## config.mk

```make
export PLATFORM = sky130hd
export DESIGN_NAME = flash_sec_prot
export DESIGN_NICKNAME = d
export VERILOG_FILES = /design/src/core/flash_sec_pkg.sv /design/src/core/flash_sec_prot.sv /design/src/core/key_compare.sv /design/src/core/prot_region.sv
export SDC_FILE = /design/constraint.sdc
export NUM_CORES = 1
export LEC_CHECK = 0
export BUFFER_PORTS_ARGS = -buffer_cell sky130_fd_sc_hd__buf_2
export CAP_MARGIN = 25
export CORE_UTILIZATION = 30
export CTS_BUF_LIST = sky130_fd_sc_hd__clkbuf_4
export DETAILED_ROUTE_END_ITERATION = 10
export PLACE_DENSITY_LB_ADDON = 0.12
export SETUP_SLACK_MARGIN = 0.05
export SYNTH_ARGS = -nofsm -noshare
export SYNTH_HDL_FRONTEND = slang
export SYNTH_SLANG_ARGS = --single-unit
export TNS_END_PERCENT = 30
```

## constraint.sdc

```tcl
create_clock -name clk_in -period 2.2 [get_ports clk_in]
set_input_delay 0.11 -clock clk_in [delete_from_list [all_inputs] [get_ports clk_in]]
set_output_delay 0.11 -clock clk_in [all_outputs]
set_load 0.05 [all_outputs]
```

## src/core/flash_sec_pkg.sv

```systemverilog
package flash_sec_pkg;
    localparam int APB_AW = 8;
    localparam logic [APB_AW-1:0] OFF_OPTION = 8'h00;
    localparam logic [APB_AW-1:0] OFF_CONFIG = 8'h04;
    localparam logic [APB_AW-1:0] OFF_PROT = 8'h08;
    localparam logic [APB_AW-1:0] OFF_STATUS = 8'h0C;
    localparam logic [APB_AW-1:0] OFF_CMD = 8'h10;
    localparam logic [APB_AW-1:0] OFF_TARGET = 8'h14;
    localparam int OPT_BACKDOOR_KEY_ENABLE_BIT = 7;
    localparam int OPT_NORED_BIT = 6;
    localparam int CFG_KEY_WRITE_STEER_BIT = 5;
    localparam int PROT_DIS_BIT = 0;
    localparam int PROT_SEL_LSB = 1;
    localparam int ST_CBEF_BIT = 7;
    localparam int ST_CCF_BIT = 6;
    localparam int ST_PVIOL_BIT = 5;
    localparam int ST_BLANK_BIT = 2;
    localparam logic [1:0] SEC_UNSECURED = 2'h2;
    localparam logic [15:0] KEY_BASE = 16'hFFB0;
    localparam int KEY_BYTES = 8;
    localparam int KEY_IDX_W = 3;
    localparam int GRANULE_SHIFT = 9;
    localparam logic [7:0] CONFIG_RESET = 8'h00;
    localparam logic [7:0] CMD_RESET = 8'h00;
    localparam logic [7:0] CMD_BLANK = 8'h05;
    localparam logic [7:0] CMD_PROG = 8'h20;
    localparam logic [7:0] CMD_BURST = 8'h25;
    localparam logic [7:0] CMD_PAGE_ERASE = 8'h40;
    localparam logic [7:0] CMD_MASS_ERASE = 8'h41;
    typedef enum logic [1:0] {
        cmd_idle, cmd_loaded, cmd_coded, cmd_busy
    } cmd_state_t;
endpackage

```

## src/core/flash_sec_prot.sv

```systemverilog
// Functional notes
// RL1: reset loads option shadow from nonvolatile byte
// RL2: shadow changes only by reprogram plus reset
// RL3: key disabled means key attempts ignored
// RL4: matching ascending 8-byte key unlocks until reset
// RL5: key writes from debug commands are rejected
// RL6: redirect-disable bit set turns redirection off
// RL7: only code 1:0 means unsecured
// RL8: secure blocks unsecured memory accesses
// RL9: key match or blank pass forces 1:0
// RL10: steer clear makes key writes command writes
// RL11: steer set captures key range as key
// RL12: reset loads protection shadow from nonvolatile byte
// RL13: protection readable, user writes have no effect
// RL14: debug commands may change protection bits
// RL15: select field sets unprotected region upper end
// RL16: erase or program in protected region refused
// RL17: disable bit set leaves whole flash open
// RL18: protected command ignored, sticky flag, write-1 clear
// RL19: clearing steer after eight bytes compares key
// RL20: firmware writes key ascending, never back to back
// RL21: select decode in 512-byte granules
`timescale 1ns/10ps
module flash_sec_prot
    import flash_sec_pkg::*;
(
    input wire logic clk_in,
    input wire logic nrst_in,
    input wire logic psel_in,
    input wire logic penable_in,
    input wire logic pwrite_in,
    input wire logic [flash_sec_pkg::APB_AW-1:0] paddr_in,
    input wire logic [31:0] pwdata_in,
    input wire logic apb_debug_in,
    output logic [31:0] prdata_out,
    output logic pready_out,
    output logic pslverr_out,
    input wire logic [7:0] option_nonvolatile_byte_in,
    input wire logic [7:0] protection_nonvolatile_byte_in,
    input wire logic [63:0] stored_backdoor_key_in,
    input wire logic flash_wr_in,
    input wire logic [15:0] flash_addr_in,
    input wire logic [7:0] flash_data_in,
    input wire logic flash_wr_debug_in,
    input wire logic cmd_done_in,
    input wire logic blank_result_in,
    output logic cmd_launch_out,
    output logic [7:0] cmd_code_out,
    output logic [15:0] cmd_addr_out,
    output logic [7:0] cmd_data_out,
    output logic secure_out,
    output logic block_unsecured_access_out,
    output logic vector_redirect_en_out,
    output logic key_unlocked_out
);
    import flash_sec_pkg::*;

    logic [7:0] option_shadow_reg_r;
    logic [1:0] security_code_r;
    logic [7:0] flash_config_reg_r;
    logic [7:0] protection_shadow_reg_r;
    logic [7:0] cmd_code_r;
    logic command_buffer_empty_flag_r;
    logic cmd_complete_r;
    logic protection_violation_flag_r;
    logic blank_flag_r;
    cmd_state_t cmd_state_r;
    cmd_state_t cmd_state_nxt;
    logic [31:0] prdata_r;
    logic pready_r;
    logic pslverr_r;
    logic cmd_launch_r;
    logic [15:0] cmd_addr_r;
    logic [7:0] cmd_data_r;
    logic secure_r;
    logic redirect_en_r;
    logic unlocked_r;
    logic backdoor_key_enable;
    logic key_write_steer;
    logic [6:0] protect_boundary_select;
    logic protection_disable;
    logic apb_access;
    logic apb_wr;
    logic mapped;
    logic in_key_range;
    logic flash_wr_ok;
    logic key_wr;
    logic cmd_wr;
    logic steer_clear;
    logic steer_set;
    logic key_match;
    logic launch_req;
    logic target_protected;
    logic is_erase_prog;
    logic whole_array;
    logic secure_now;

    assign backdoor_key_enable = option_shadow_reg_r[OPT_BACKDOOR_KEY_ENABLE_BIT];
    assign key_write_steer = flash_config_reg_r[CFG_KEY_WRITE_STEER_BIT];
    assign protect_boundary_select = protection_shadow_reg_r[7:PROT_SEL_LSB];
    assign protection_disable = protection_shadow_reg_r[PROT_DIS_BIT];
    assign secure_now = security_code_r != SEC_UNSECURED; // RL7

    // apb answers on the second access cycle
    assign apb_access = psel_in && penable_in && !pready_r;
    assign apb_wr = apb_access && pwrite_in;
    assign mapped = paddr_in == OFF_OPTION || paddr_in == OFF_CONFIG ||
        paddr_in == OFF_PROT || paddr_in == OFF_STATUS ||
        paddr_in == OFF_CMD || paddr_in == OFF_TARGET;
    assign in_key_range = flash_addr_in[15:KEY_IDX_W] ==
        KEY_BASE[15:KEY_IDX_W];
    // debug writes cannot reach memory while secure
    assign flash_wr_ok = flash_wr_in &&
        !(flash_wr_debug_in && secure_now); // RL8
    // key capture path only with steer set and key enabled
    assign key_wr = flash_wr_ok && in_key_range && key_write_steer &&
        backdoor_key_enable && !flash_wr_debug_in; // RL3 RL5 RL11
    assign cmd_wr = flash_wr_ok && !(in_key_range && key_write_steer); // RL10

    assign steer_set = apb_wr && paddr_in == OFF_CONFIG &&
        !apb_debug_in && pwdata_in[CFG_KEY_WRITE_STEER_BIT] && !key_write_steer;
    assign steer_clear = apb_wr && paddr_in == OFF_CONFIG &&
        !pwdata_in[CFG_KEY_WRITE_STEER_BIT] && key_write_steer;

    assign launch_req = apb_wr && paddr_in == OFF_STATUS &&
        pwdata_in[ST_CBEF_BIT] && cmd_state_r == cmd_coded;
    assign is_erase_prog = cmd_code_r == CMD_PROG ||
        cmd_code_r == CMD_BURST || cmd_code_r == CMD_PAGE_ERASE ||
        cmd_code_r == CMD_MASS_ERASE;
    assign whole_array = cmd_code_r == CMD_MASS_ERASE;

    prot_region u_region (
        .boundary_sel_in(protect_boundary_select),
        .disable_in(protection_disable),
        .addr_in(cmd_addr_r),
        .whole_array_in(whole_array),
        .protected_out(target_protected)
    );

    key_compare u_key (
        .clk_in(clk_in),
        .nrst_in(nrst_in),
        .restart_in(steer_set),
        .wr_in(key_wr),
        .idx_in(flash_addr_in[KEY_IDX_W-1:0]),
        .data_in(flash_data_in),
        .stored_key_in(stored_backdoor_key_in),
        .check_in(steer_clear && backdoor_key_enable), // RL3 RL19
        .match_out(key_match)
    );

    // shadow loads happen while reset is held
    always_ff @(posedge clk_in) begin
        if (!nrst_in) begin
            option_shadow_reg_r <= option_nonvolatile_byte_in; // RL1 RL2
        end
    end

    always_ff @(posedge clk_in) begin
        if (!nrst_in) begin
            security_code_r <= option_nonvolatile_byte_in[1:0]; // RL1
        end else if (key_match) begin
            security_code_r <= SEC_UNSECURED; // RL4 RL9
        end else if (cmd_done_in && cmd_state_r == cmd_busy &&
                     cmd_code_r == CMD_BLANK && blank_result_in) begin
            security_code_r <= SEC_UNSECURED; // RL9
        end
    end

    always_ff @(posedge clk_in) begin
        if (!nrst_in) begin
            protection_shadow_reg_r <= protection_nonvolatile_byte_in; // RL12
        end else if (apb_wr && paddr_in == OFF_PROT && apb_debug_in) begin
            protection_shadow_reg_r <= pwdata_in[7:0]; // RL13 RL14
        end
    end

    always_ff @(posedge clk_in) begin
        if (!nrst_in) begin
            flash_config_reg_r <= CONFIG_RESET;
        end else if (apb_wr && paddr_in == OFF_CONFIG) begin
            flash_config_reg_r <= pwdata_in[7:0] &
                (8'h01 << CFG_KEY_WRITE_STEER_BIT);
        end
    end

    // command sequence: array write, code, launch
    always_comb begin
        cmd_state_nxt = cmd_state_r;
        case (cmd_state_r)
            cmd_idle: begin
                if (cmd_wr) begin
                    cmd_state_nxt = cmd_loaded; // RL10
                end
            end
            cmd_loaded: begin
                if (apb_wr && paddr_in == OFF_CMD) begin
                    cmd_state_nxt = cmd_coded;
                end
            end
            cmd_coded: begin
                if (launch_req) begin
                    if (is_erase_prog && target_protected) begin
                        cmd_state_nxt = cmd_idle; // RL16 RL18
                    end else begin
                        cmd_state_nxt = cmd_busy;
                    end
                end
            end
            cmd_busy: begin
                if (cmd_done_in) begin
                    cmd_state_nxt = cmd_idle;
                end
            end
            default: begin
                cmd_state_nxt = cmd_idle;
            end
        endcase
    end

    always_ff @(posedge clk_in) begin
        if (!nrst_in) begin
            cmd_state_r <= cmd_idle;
        end else begin
            cmd_state_r <= cmd_state_nxt;
        end
    end

    always_ff @(posedge clk_in) begin
        if (!nrst_in) begin
            cmd_addr_r <= '0;
            cmd_data_r <= '0;
        end else if (cmd_wr && cmd_state_r == cmd_idle) begin
            cmd_addr_r <= flash_addr_in;
            cmd_data_r <= flash_data_in;
        end
    end

    always_ff @(posedge clk_in) begin
        if (!nrst_in) begin
            cmd_code_r <= CMD_RESET;
        end else if (apb_wr && paddr_in == OFF_CMD &&
                     cmd_state_r == cmd_loaded) begin
            cmd_code_r <= pwdata_in[7:0];
        end
    end

    always_ff @(posedge clk_in) begin
        if (!nrst_in) begin
            cmd_launch_r <= 1'b0;
        end else begin
            cmd_launch_r <= launch_req &&
                !(is_erase_prog && target_protected); // RL16
        end
    end

    always_ff @(posedge clk_in) begin
        if (!nrst_in) begin
            command_buffer_empty_flag_r <= 1'b1;
            cmd_complete_r <= 1'b1;
        end else if (launch_req &&
                     !(is_erase_prog && target_protected)) begin
            command_buffer_empty_flag_r <= 1'b0;
            cmd_complete_r <= 1'b0;
        end else if (cmd_done_in && cmd_state_r == cmd_busy) begin
            command_buffer_empty_flag_r <= 1'b1;
            cmd_complete_r <= 1'b1;
        end
    end

    // sticky; a new violation beats a same-cycle clear
    always_ff @(posedge clk_in) begin
        if (!nrst_in) begin
            protection_violation_flag_r <= 1'b0;
        end else if (launch_req && is_erase_prog && target_protected) begin
            protection_violation_flag_r <= 1'b1; // RL18
        end else if (apb_wr && paddr_in == OFF_STATUS &&
                     pwdata_in[ST_PVIOL_BIT]) begin
            protection_violation_flag_r <= 1'b0; // RL18
        end
    end

    always_ff @(posedge clk_in) begin
        if (!nrst_in) begin
            blank_flag_r <= 1'b0;
        end else if (launch_req) begin
            blank_flag_r <= 1'b0;
        end else if (cmd_done_in && cmd_state_r == cmd_busy &&
                     cmd_code_r == CMD_BLANK) begin
            blank_flag_r <= blank_result_in;
        end
    end

    always_ff @(posedge clk_in) begin
        if (!nrst_in) begin
            secure_r <= 1'b1;
            unlocked_r <= 1'b0;
        end else begin
            secure_r <= secure_now; // RL7 RL8
            unlocked_r <= unlocked_r || key_match; // RL4
        end
    end

    always_ff @(posedge clk_in) begin
        if (!nrst_in) begin
            redirect_en_r <= 1'b0;
        end else begin
            redirect_en_r <= !option_shadow_reg_r[OPT_NORED_BIT]; // RL6
        end
    end

    // apb slave: one wait state, error on unmapped address
    always_ff @(posedge clk_in) begin
        if (!nrst_in) begin
            pready_r <= 1'b0;
            pslverr_r <= 1'b0;
        end else begin
            pready_r <= apb_access;
            pslverr_r <= apb_access && !mapped;
        end
    end

    always_ff @(posedge clk_in) begin
        if (!nrst_in) begin
            prdata_r <= '0;
        end else if (apb_access && !pwrite_in) begin
            case (paddr_in)
                OFF_OPTION: begin
                    prdata_r <= {24'h0000_00,
                        option_shadow_reg_r[7:2], security_code_r};
                end
                OFF_CONFIG: begin
                    prdata_r <= {24'h0000_00, flash_config_reg_r};
                end
                OFF_PROT: begin
                    prdata_r <= {24'h0000_00, protection_shadow_reg_r}; // RL13
                end
                OFF_STATUS: begin
                    prdata_r <= '0;
                    prdata_r[ST_CBEF_BIT] <= command_buffer_empty_flag_r;
                    prdata_r[ST_CCF_BIT] <= cmd_complete_r;
                    prdata_r[ST_PVIOL_BIT] <= protection_violation_flag_r;
                    prdata_r[ST_BLANK_BIT] <= blank_flag_r;
                end
                OFF_CMD: begin
                    prdata_r <= {24'h0000_00, cmd_code_r};
                end
                OFF_TARGET: begin
                    prdata_r <= {16'h0000, cmd_addr_r};
                end
                default: begin
                    prdata_r <= '0;
                end
            endcase
        end else begin
            prdata_r <= '0;
        end
    end

    assign prdata_out = prdata_r;
    assign pready_out = pready_r;
    assign pslverr_out = pslverr_r;
    assign cmd_launch_out = cmd_launch_r;
    assign cmd_code_out = cmd_code_r;
    assign cmd_addr_out = cmd_addr_r;
    assign cmd_data_out = cmd_data_r;
    assign secure_out = secure_r;
    assign block_unsecured_access_out = secure_r; // RL8
    assign vector_redirect_en_out = redirect_en_r;
    assign key_unlocked_out = unlocked_r;
endmodule

```

## src/core/key_compare.sv

```systemverilog
`timescale 1ns/10ps
module key_compare
    import flash_sec_pkg::*;
(
    input wire logic clk_in,
    input wire logic nrst_in,
    input wire logic restart_in,
    input wire logic wr_in,
    input wire logic [flash_sec_pkg::KEY_IDX_W-1:0] idx_in,
    input wire logic [7:0] data_in,
    input wire logic [8*flash_sec_pkg::KEY_BYTES-1:0] stored_key_in,
    input wire logic check_in,
    output logic match_out
);
    import flash_sec_pkg::*;
    logic [7:0] cap_r [KEY_BYTES];
    logic [KEY_IDX_W:0] count_r;
    logic order_ok_r;
    logic [KEY_BYTES-1:0] eq;

    genvar g;
    generate
        for (g = 0; g < KEY_BYTES; g++) begin : g_eq
            assign eq[g] = cap_r[g] == stored_key_in[8*g +: 8];
        end
    endgenerate

    always_ff @(posedge clk_in) begin
        if (!nrst_in || restart_in) begin
            count_r <= '0;
            order_ok_r <= 1'b1;
        end else if (wr_in) begin
            // bytes must arrive in ascending order
            if ({1'b0, idx_in} != count_r) begin
                order_ok_r <= 1'b0; // RL4
            end
            if (count_r != (KEY_IDX_W+1)'(KEY_BYTES)) begin
                count_r <= count_r + 1'b1;
            end
        end
    end

    always_ff @(posedge clk_in) begin
        if (wr_in) begin
            cap_r[idx_in] <= data_in;
        end
    end

    always_ff @(posedge clk_in) begin
        if (!nrst_in) begin
            match_out <= 1'b0;
        end else begin
            match_out <= check_in && order_ok_r && &eq && // RL19
                count_r == (KEY_IDX_W+1)'(KEY_BYTES);
        end
    end
endmodule

```

## src/core/prot_region.sv

```systemverilog
`timescale 1ns/10ps
module prot_region
    import flash_sec_pkg::*;
(
    input wire logic [6:0] boundary_sel_in,
    input wire logic disable_in,
    input wire logic [15:0] addr_in,
    input wire logic whole_array_in,
    output logic protected_out
);
    import flash_sec_pkg::*;
    logic [6:0] granule;
    assign granule = addr_in[15:GRANULE_SHIFT];
    // high end above the selected granule is locked
    assign protected_out = !disable_in && // RL17
        (whole_array_in || granule > boundary_sel_in); // RL15 RL21
endmodule

```

==> impl_metrics.toml, run 1 <==
[status]
status = "finished clean"

[synthesis]
async_reset_ff_share_pct = 0
synth-edff-count = 80
synth-seq-cells = 146
ys_warn_count = 0
ys_seq_area_share_pct = 57.8
synth_top_area_share_pct = 37.3
syn_area_um2 = 6440
synth_top_area_cell = "edfxtp_1"
synthCells = 542
synth_area_leaders = "edfxtp_1, dfxtp_1, mux2i_1"
syn_area_per_cell_um2 = 11.9
ys.flop_type = "edfxtp_1"
ys_types = 63

[sta]
min_period_over_period_pct = 93.4
rsz0062_at_grt = "no"
post-route-min-period_ps = 2050
max_freq_mhz = 487
clock_skew_ps = 23.1
final_hold_viol_count = 0
report.final.slew_viol_count = 0
setup_violations = 0

[die]
ios = 225
coreArea_um2 = 21000
die_w_um = 149
start_util_pct = 30.7
die_y_um = 149
fp.dieArea_um2 = 22100
rows = 53

[critical_path]
worstPathArrival_ps = 2560
crit_chain = "dlygate4sd3_1, buf_2, nor3b_2, buf_4, nor3b_1, buf_4, nand2_1, a311oi_1, dlygate4sd3_1"
start_kind = "input pin"
end_kind = "flip-flop"
slowest_stage = "dlygate4sd3_1"
cp_max_fo = 6
reg2reg_from = "flash_config_reg_r[5]$_SDFFE_PN0N_"
crit_family = "buffers and inverters"
required_ps = 2700
startpoint = "paddr_in[4]"
cpPeakStageDelay_ps = 560
crit_type = "input pin to flip-flop"
crit_buf_inv = 5

[pwr]
powerDensity_nw_per_um2 = 596
max-vdd-ir-drop_v = 0.000253
leakagePower_nw = 3.81
finalPower_mw = 5.37

[cts]
clkSlewWorstSetupHoldPaths_ps = 140
htree_levels = 4
clkLatencyLatePin_ps = 560
clock_path_buffers = 2
cts-buffers-inserted = 17
tritoncts = "built"
clock_sinks = 146
clockRootBuffer = "clkbuf_4"

[layout]
fin_nets = 1014
instances_no_fill = 1142
synthToLayoutAreaGrowth_pct = 39.8
final_common_cell = "buf_2"
drive_gt1_share_pct = 31.5
final_cell_mix = "buf_2, dlygate4sd3_1, edfxtp_1"

[global_route]
grt_pass1_vias = 5544
grtUsageTotal_pct = 19.0
grt_max_degree = 45
gr-total-overflow = 0
grt_pass1_wl_mm = 30.9
antenna_found_initial = 3

[placement]
port_buffers = 184
dpl.hpwl_mm = 15.2
gp_congestion = 0.850
placed_cells = 1017

[route]
postRouteAntennaNets = 0
wl_per_cell_um = 18.0
drc = 0
vias_per_cell = 4.66
first_pass_iters = 4
num_vias = 5326
first_iter_violations = 275
detail_route.wirelength_mm = 20.5

[min_path]
hold_path_class = "input pin to flip-flop"
hp-start = "stored_backdoor_key_in[55]"

[job]
maxCapViolations = 0
[sequential cells by signal (all words and copies together) (netlist names)]
signal / cells
u_key.cap_r: 64
block_unsecured_access_out: 1
flash_config_reg_r: 1
cmd_launch_out: 1
cmd_data_out: 8
cmd_addr_out: 16
pslverr_out: 1
pready_out: 1
u_key.count_r: 4
option_shadow_reg_r: 6
cmd_state_r: 2
prdata_out: 16
cmd_complete_r: 1
security_code_r: 2
protection_shadow_reg_r: 8
vector_redirect_en_out: 1
key_unlocked_out: 1
protection_violation_flag_r: 1
blank_flag_r: 1
u_key.order_ok_r: 1
cmd_code_out: 8
u_key.match_out: 1
[cell usage after synthesis (all sizes together), types with 13 or more instances]
cell	instances
and3	13
a21oi	14
nand2	21
inv	31
buf	23
xnor2	32
nor2	52
mux2i	34
edfxtp	80
nand4	14
dfxtp	66
xor2	20
[power by group]
part | switching [mW] | leakage, nW | internal, mW
registers | 0.0547 | 1.27 | 2.94
logic | 0.464 | 2.41 | 0.345
clock network | 1.09 | 0.138 | 0.479
total | 1.61 | 3.81 | 3.76
[cell type report]
cell class / count / area, um^2
multi-input cells: 349 / 2480
inverters: 32 / 120
clock buffers: 17 / 128
diodes: 3 / 7.51
fillers: 2031 / 12000
flip-flops and latches: 146 / 3720
repair buffers: 305 / 2080
well taps: 275 / 344
clock inverters: 15 / 123
[stage by stage]
stage	worst slack (ps)	setup TNS (ps)	util (%)	cell area [um^2]	hold slack [ps]
after floorplan	-24.7	-592	-	6510	182
after global placement	153	0	37.3	7840	287
after detailed placement	84.6	0	37.3	7840	290
after CTS	108	0	42.8	8990	0.816
after global routing	50.6	0	42.8	9010	16.0
final	146	0	42.9	9010	33.3
[worst min-delay path, stage by stage]
cell	delay, ps
buf_2	90
xnor2_1	60
nand4_1	80
nor2_1	50
nand4_1	110
nor4_2	60
[cells by family after synthesis]
group,after synthesis,share of synthesized area (%)
AOI/OAI and AO/OA,62,7.44
xor gates and xnor gates,52,7.07
adders and majority gates,9,1.75
buffers and inverters,62,4.82
DFF,146,57.8
muxes,43,6.85
other,1,0.0582
and+or+nand+nor,167,14.2
[final timing paths]
kind	endpoint	slack, ps	cells past startpoint
setup / recovery	prdata_out[5]$_SDFF_PN0_	150	9
hold / removal	u_key.match_out$_SDFF_PN0_	30	6
setup reg to reg	u_key.cap_r[1][2]$_DFFE_PP_	230	6
hold reg to reg	vector_redirect_en_out$_SDFF_PN0_	470	1
[per-layer routing]
layer  part of all wire [%]  track usage [%]  vias to the layer above  wire length, um
met5                      0                0                        -                0
met3                    6.0             4.48                       19             1220
li1                       -                -                     2583                -
met4                    1.3             5.57                        0              271
met1                     45             24.6                     2529             9250
met2                     48             31.4                      195             9760
[what timing repair did]
| item | CTS | global route |
|---|---|---|
| endpoints found under the setup margin | 0 | 26 |
| endpoints found under the hold margin | 127 | 0 |
| hold buffers | 90 | 0 |
| resized for setup | 0 | 3 |
| buffers inserted | 0 | 0 |
No activity file was read; power rests on OpenSTA's default activity.
==> run 2: changes to the inputs <==
--- a/constraint.sdc
+++ b/constraint.sdc
@@ -3,2 +3,2 @@
 set_output_delay 0.11 -clock clk_in [all_outputs]
-set_load 0.05 [all_outputs]
+set_load 0.02 [all_outputs]
==> run 2 against run 1 <==
Effect of this change: global-route usage grew 0.44 points; final area is essentially flat; core utilization is essentially flat; fmax shrank 2.1%; highest routed layer unchanged; critical path depth is the same; routed wire length grew 1.3%.
==> impl_metrics.toml, run 2 (same netlist as run 1, synthesis figures left out) <==
[global_route]
top_usage_layer = "met2"
grtUsageTotal_pct = 19.5
grt_pass1_vias = 5668
gr-total-overflow = 0
grt_pass1_wl_mm = 31.5
use_met1_pct = 24.5
antenna_found_initial = 2
met2_usage_pct = 32.5
grt_max_degree = 45
grt_use_met3_pct = 4.66

[placement]
placed_cells = 1018
dpl.hpwl_mm = 15.2
gp_congestion = 0.848
port_buffers = 184

[pwr]
netSwitchingPower_mw = 1.49
p_int_mw = 3.76
switching_share_pct = 28.4
finalPower_mw = 5.26
max-vdd-ir-drop_v = 0.000340
combPwrFrac_pct = 13.4
clock_power_share_pct = 29.7
seq_power_share_pct = 56.9
powerDensity_nw_per_um2 = 583
leakagePower_nw = 3.82

[layout]
final_common_cell = "buf_2"
final_cell_mix = "buf_2, dlygate4sd3_1, edfxtp_1"
largest_reg_flops = 64
fillers = 2089
fin_nets = 1016
drive_gt1_share_pct = 31.2
synthToLayoutAreaGrowth_pct = 39.9
instances_no_fill = 1143
top_register = "u_key.cap_r"

[die]
ios = 225
start_util_pct = 30.7
fp.dieArea_um2 = 22100
die_y_um = 149
die_w_um = 149
rows = 53
coreArea_um2 = 21000

[critical_path]
slowest_stage = "dlygate4sd3_1"
start_kind = "input pin"
crit_chain = "dlygate4sd3_1, buf_2, nor3b_1, buf_4, nor3b_1, buf_4, nand2_1, a311oi_1, dlygate4sd3_1"
end_kind = "flip-flop"
crit_type = "input pin to flip-flop"
worstPathArrival_ps = 2580
cpPeakStageDelay_ps = 570
required_ps = 2690
cp_max_fo = 6

[cts]
clock_sinks = 146
clkLatencyLatePin_ps = 550
clock_path_buffers = 2
htree_levels = 4
clockRootBuffer = "clkbuf_4"
cts_setup_buffers = 0
cts-buffers-inserted = 17
clkSlewWorstSetupHoldPaths_ps = 140
tritoncts = "built"

[route]
detail_route.wirelength_mm = 20.8
num_vias = 5366
drc = 0
vias_per_cell = 4.69
first_iter_violations = 238
first_pass_iters = 5
postRouteAntennaNets = 0
wl_per_cell_um = 18.2

[sta]
max_freq_mhz = 477
clock_skew_ps = 21.0
min_period_over_period_pct = 95.3
setup_violations = 0
final_hold_viol_count = 0
post-route-min-period_ps = 2100
rsz0062_at_grt = "yes"
report.final.slew_viol_count = 0

[min_path]
hold_path_class = "input pin to flip-flop"

[job]
maxCapViolations = 0

[status]
status = "finished clean"
## run 2: what timing repair did
action	CTS	global route
resized for setup	0	1
hold buffers	91	0
setup endpoints to repair	0	18
endpoints found under the hold margin	128	0
## run 2: worst max-delay path: cells and delay by family
kind / cells / cell delay (ps)
compound gates: 1 / 210
buf+inv: 5 / 1650
simple gates: 3 / 620
## run 2: stage by stage
step / TNS [ps] / setup WS (ps) / area (um^2) / util [%] / hold WS (ps)
after global placement: 0 / 153 / 7850 / 37.3 / 287
final: 0 / 103 / 9010 / 42.9 / 59.9
after CTS: 0 / 120 / 9010 / 42.9 / 6.24
after global routing: 0 / 41.6 / 9010 / 42.9 / 17.9
after detailed placement: 0 / 135 / 7850 / 37.3 / 288
after floorplan: -592 / -24.7 / 6510 / - / 182
## run 2: layout make-up
class / instances / area [um^2] / area share (%)
clock inverters: 15 / 124 / 1.37
inverters: 32 / 120 / 1.33
diodes: 2 / 5.00 / 0.0555
clock buffers: 17 / 128 / 1.42
multi-input cells: 349 / 2470 / 27.4
flip-flops and latches: 146 / 3720 / 41.3
well taps: 275 / 344 / 3.82
repair buffers: 307 / 2100 / 23.3
## run 2: final timing paths
path | start | to | slack, ps | depth (start not counted)
setup reg to reg | u_key.cap_r[3][5]$_DFFE_PP_ | u_key.match_out$_SDFF_PN0_ | 210 | 6
hold / removal | stored_backdoor_key_in[8] | u_key.match_out$_SDFF_PN0_ | 60 | 6
hold reg to reg | option_shadow_reg_r[6]$_DFFE_PN_ | vector_redirect_en_out$_SDFF_PN0_ | 490 | 1
setup / recovery | paddr_in[4] | prdata_out[5]$_SDFF_PN0_ | 100 | 9
## run 2: power groups by stage
| stage | combinational (mW) | sequential, mW | clock [mW] |
|---|---|---|---|
| CTS | 0.706 | 2.99 | 1.65 |
| finish | 0.706 | 2.99 | 1.56 |
| detailed placement | 0.579 | 3.05 | 0 |
| floorplan | 0.272 | 3.07 | 0 |
| global placement | 0.570 | 3.05 | 0 |
| global route | 0.764 | 3.00 | 1.76 |
## run 2: metal layers
layer / wire length (um) / part of all wire (%)
met3: 1340 / 6.5
met5: 0 / 0
met4: 324 / 1.6
met2: 9970 / 48
met1: 9130 / 44
==> run 3: changes to the inputs <==
Settings changed: PLACE_DENSITY from default to 0.63, PLACE_DENSITY_LB_ADDON 0.12 to default.
==> run 3 against run 2 <==
Effect of this change: critical path type unchanged; non-clock buffer count shrank 11; clock skew shrank 1.0 ps; final cell count shrank 0.96%; core utilization shrank 0.083 points.
==> impl_metrics.toml, run 3 (same netlist as run 1, synthesis figures left out) <==
[sta]
report.final.slew_viol_count = 0
final_hold_viol_count = 0
clock_skew_ps = 20.0
rsz0062_at_grt = "yes"
setup_violations = 0
post-route-min-period_ps = 1970
min_period_over_period_pct = 89.7
max_freq_mhz = 507

[die]
ios = 225
rows = 53
die_w_um = 149
coreArea_um2 = 21000
fp.dieArea_um2 = 22100
die_y_um = 149
start_util_pct = 30.7

[cts]
htree_levels = 4
clkLatencyLatePin_ps = 560
tritoncts = "built"
clockRootBuffer = "clkbuf_4"
clkSlewWorstSetupHoldPaths_ps = 140
clock_path_buffers = 2
cts-buffers-inserted = 17
clock_sinks = 146

[critical_path]
crit_type = "input pin to flip-flop"
cp_max_fo = 6
worstPathArrival_ps = 2490
required_ps = 2710
end_kind = "flip-flop"
start_kind = "input pin"

[route]
first_pass_iters = 4
postRouteAntennaNets = 0
drc = 0
wl_per_cell_um = 17.1
vias_per_cell = 4.72
detail_route.wirelength_mm = 19.4
first_iter_violations = 323
num_vias = 5343

[global_route]
grt_max_degree = 36
grtUsageTotal_pct = 17.6
grt_pass1_wl_mm = 29.1
gr-total-overflow = 0
antenna_found_initial = 3
grt_pass1_vias = 5412

[layout]
synthToLayoutAreaGrowth_pct = 39.6
fillers = 2000
ff_latch_area_um2 = 3720
final_common_cell = "buf_2"
largest_reg_flops = 64
top_register = "u_key.cap_r"
fin_nets = 1005
final_core_util_pct = 42.8
multi_input_area_um2 = 2480
final_cell_mix = "buf_2, dlygate4sd3_1, edfxtp_1"
drive_gt1_share_pct = 30.9
fin_area_um2 = 9000

[pwr]
max-vdd-ir-drop_v = 0.000318
powerDensity_nw_per_um2 = 632
leakagePower_nw = 3.79

[placement]
dpl_cell_area_um2 = 7770
dpl.hpwl_mm = 14.3
gp_congestion = 0.825
port_buffers = 184

[status]
status = "finished clean"

[job]
maxCapViolations = 0

[min_path]
hold_path_class = "input pin to flip-flop"
## run 3: cell count changes in the layout (fill, tap and decap cells not counted), moves of 2 or more
cell	delta
buf_4	-5
bufinv_16	+4
buf_12	-2
clkinv_4	-3
clkinv_2	-2
dlygate4sd3_1	-4
## run 3: what timing repair did
item | in CTS | in global routing
resized for setup | 0 | 1
hold endpoints to repair | 122 | 0
buffers inserted | 0 | 0
hold buffers | 87 | 0
setup endpoints to repair | 0 | 5
## run 3: per-stage QoR
stage / hold slack, ps / setup slack (ps) / instances / total power [mW] / TNS (ps)
final: 23.7 / 226 / 1132 / 5.69 / 0
after global routing: 14.2 / 35.3 / 1132 / 5.91 / 0
after CTS: 0.484 / 184 / 1130 / 5.74 / 0
after detailed placement: 288 / 129 / 1011 / 3.60 / 0
after global placement: 290 / 157 / 1011 / 3.59 / 0
after floorplan: 182 / -24.7 / 557 / 3.34 / -592
## run 3: worst paths after layout
kind | endpoint | from | slack (ps) | cells past startpoint
max | prdata_out[5]$_SDFF_PN0_ | paddr_in[4] | 230 | 9
min | u_key.match_out$_SDFF_PN0_ | stored_backdoor_key_in[18] | 20 | 5
max reg2reg | u_key.cap_r[4][1]$_DFFE_PP_ | flash_config_reg_r[5]$_SDFFE_PN0N_ | 260 | 6
min reg2reg | key_unlocked_out$_SDFF_PN0_ | key_unlocked_out$_SDFF_PN0_ | 480 | 2
## run 3: per-layer routing
metal / up-vias / wire length [um] / track usage (%)
li1: 2560 / - / -
met1: 2550 / 8370 / 22.1
met2: 196 / 9370 / 29.2
met3: 35 / 1100 / 3.50
met4: 2 / 500 / 8.09
met5: - / 8 / 0
## run 3: area by class of cell
cell class                      count  area share, %
Antenna cell                        2         0.0556
Tap cell                          275           3.82
Multi-Input combinational cell    349           27.5
Sequential cell                   146           41.4
Timing Repair Buffer              296           22.0
Clock inverter                     15           2.45
Clock buffer                       17           1.42
Inverter                           32           1.33
## run 3: worst max-delay path, cell delays in order
cell	delay (ps)
dlygate4sd3_1	520
buf_2	170
nor3b_1	250
buf_4	180
nor3b_1	180
buf_4	180
nand2_1	70
a311oi_1	230
dlygate4sd3_1	580
## run 3: report_power, final
group	switching, mW	internal (mW)
registers	0.0492	2.93
clock network	1.08	0.941
logic	0.343	0.334
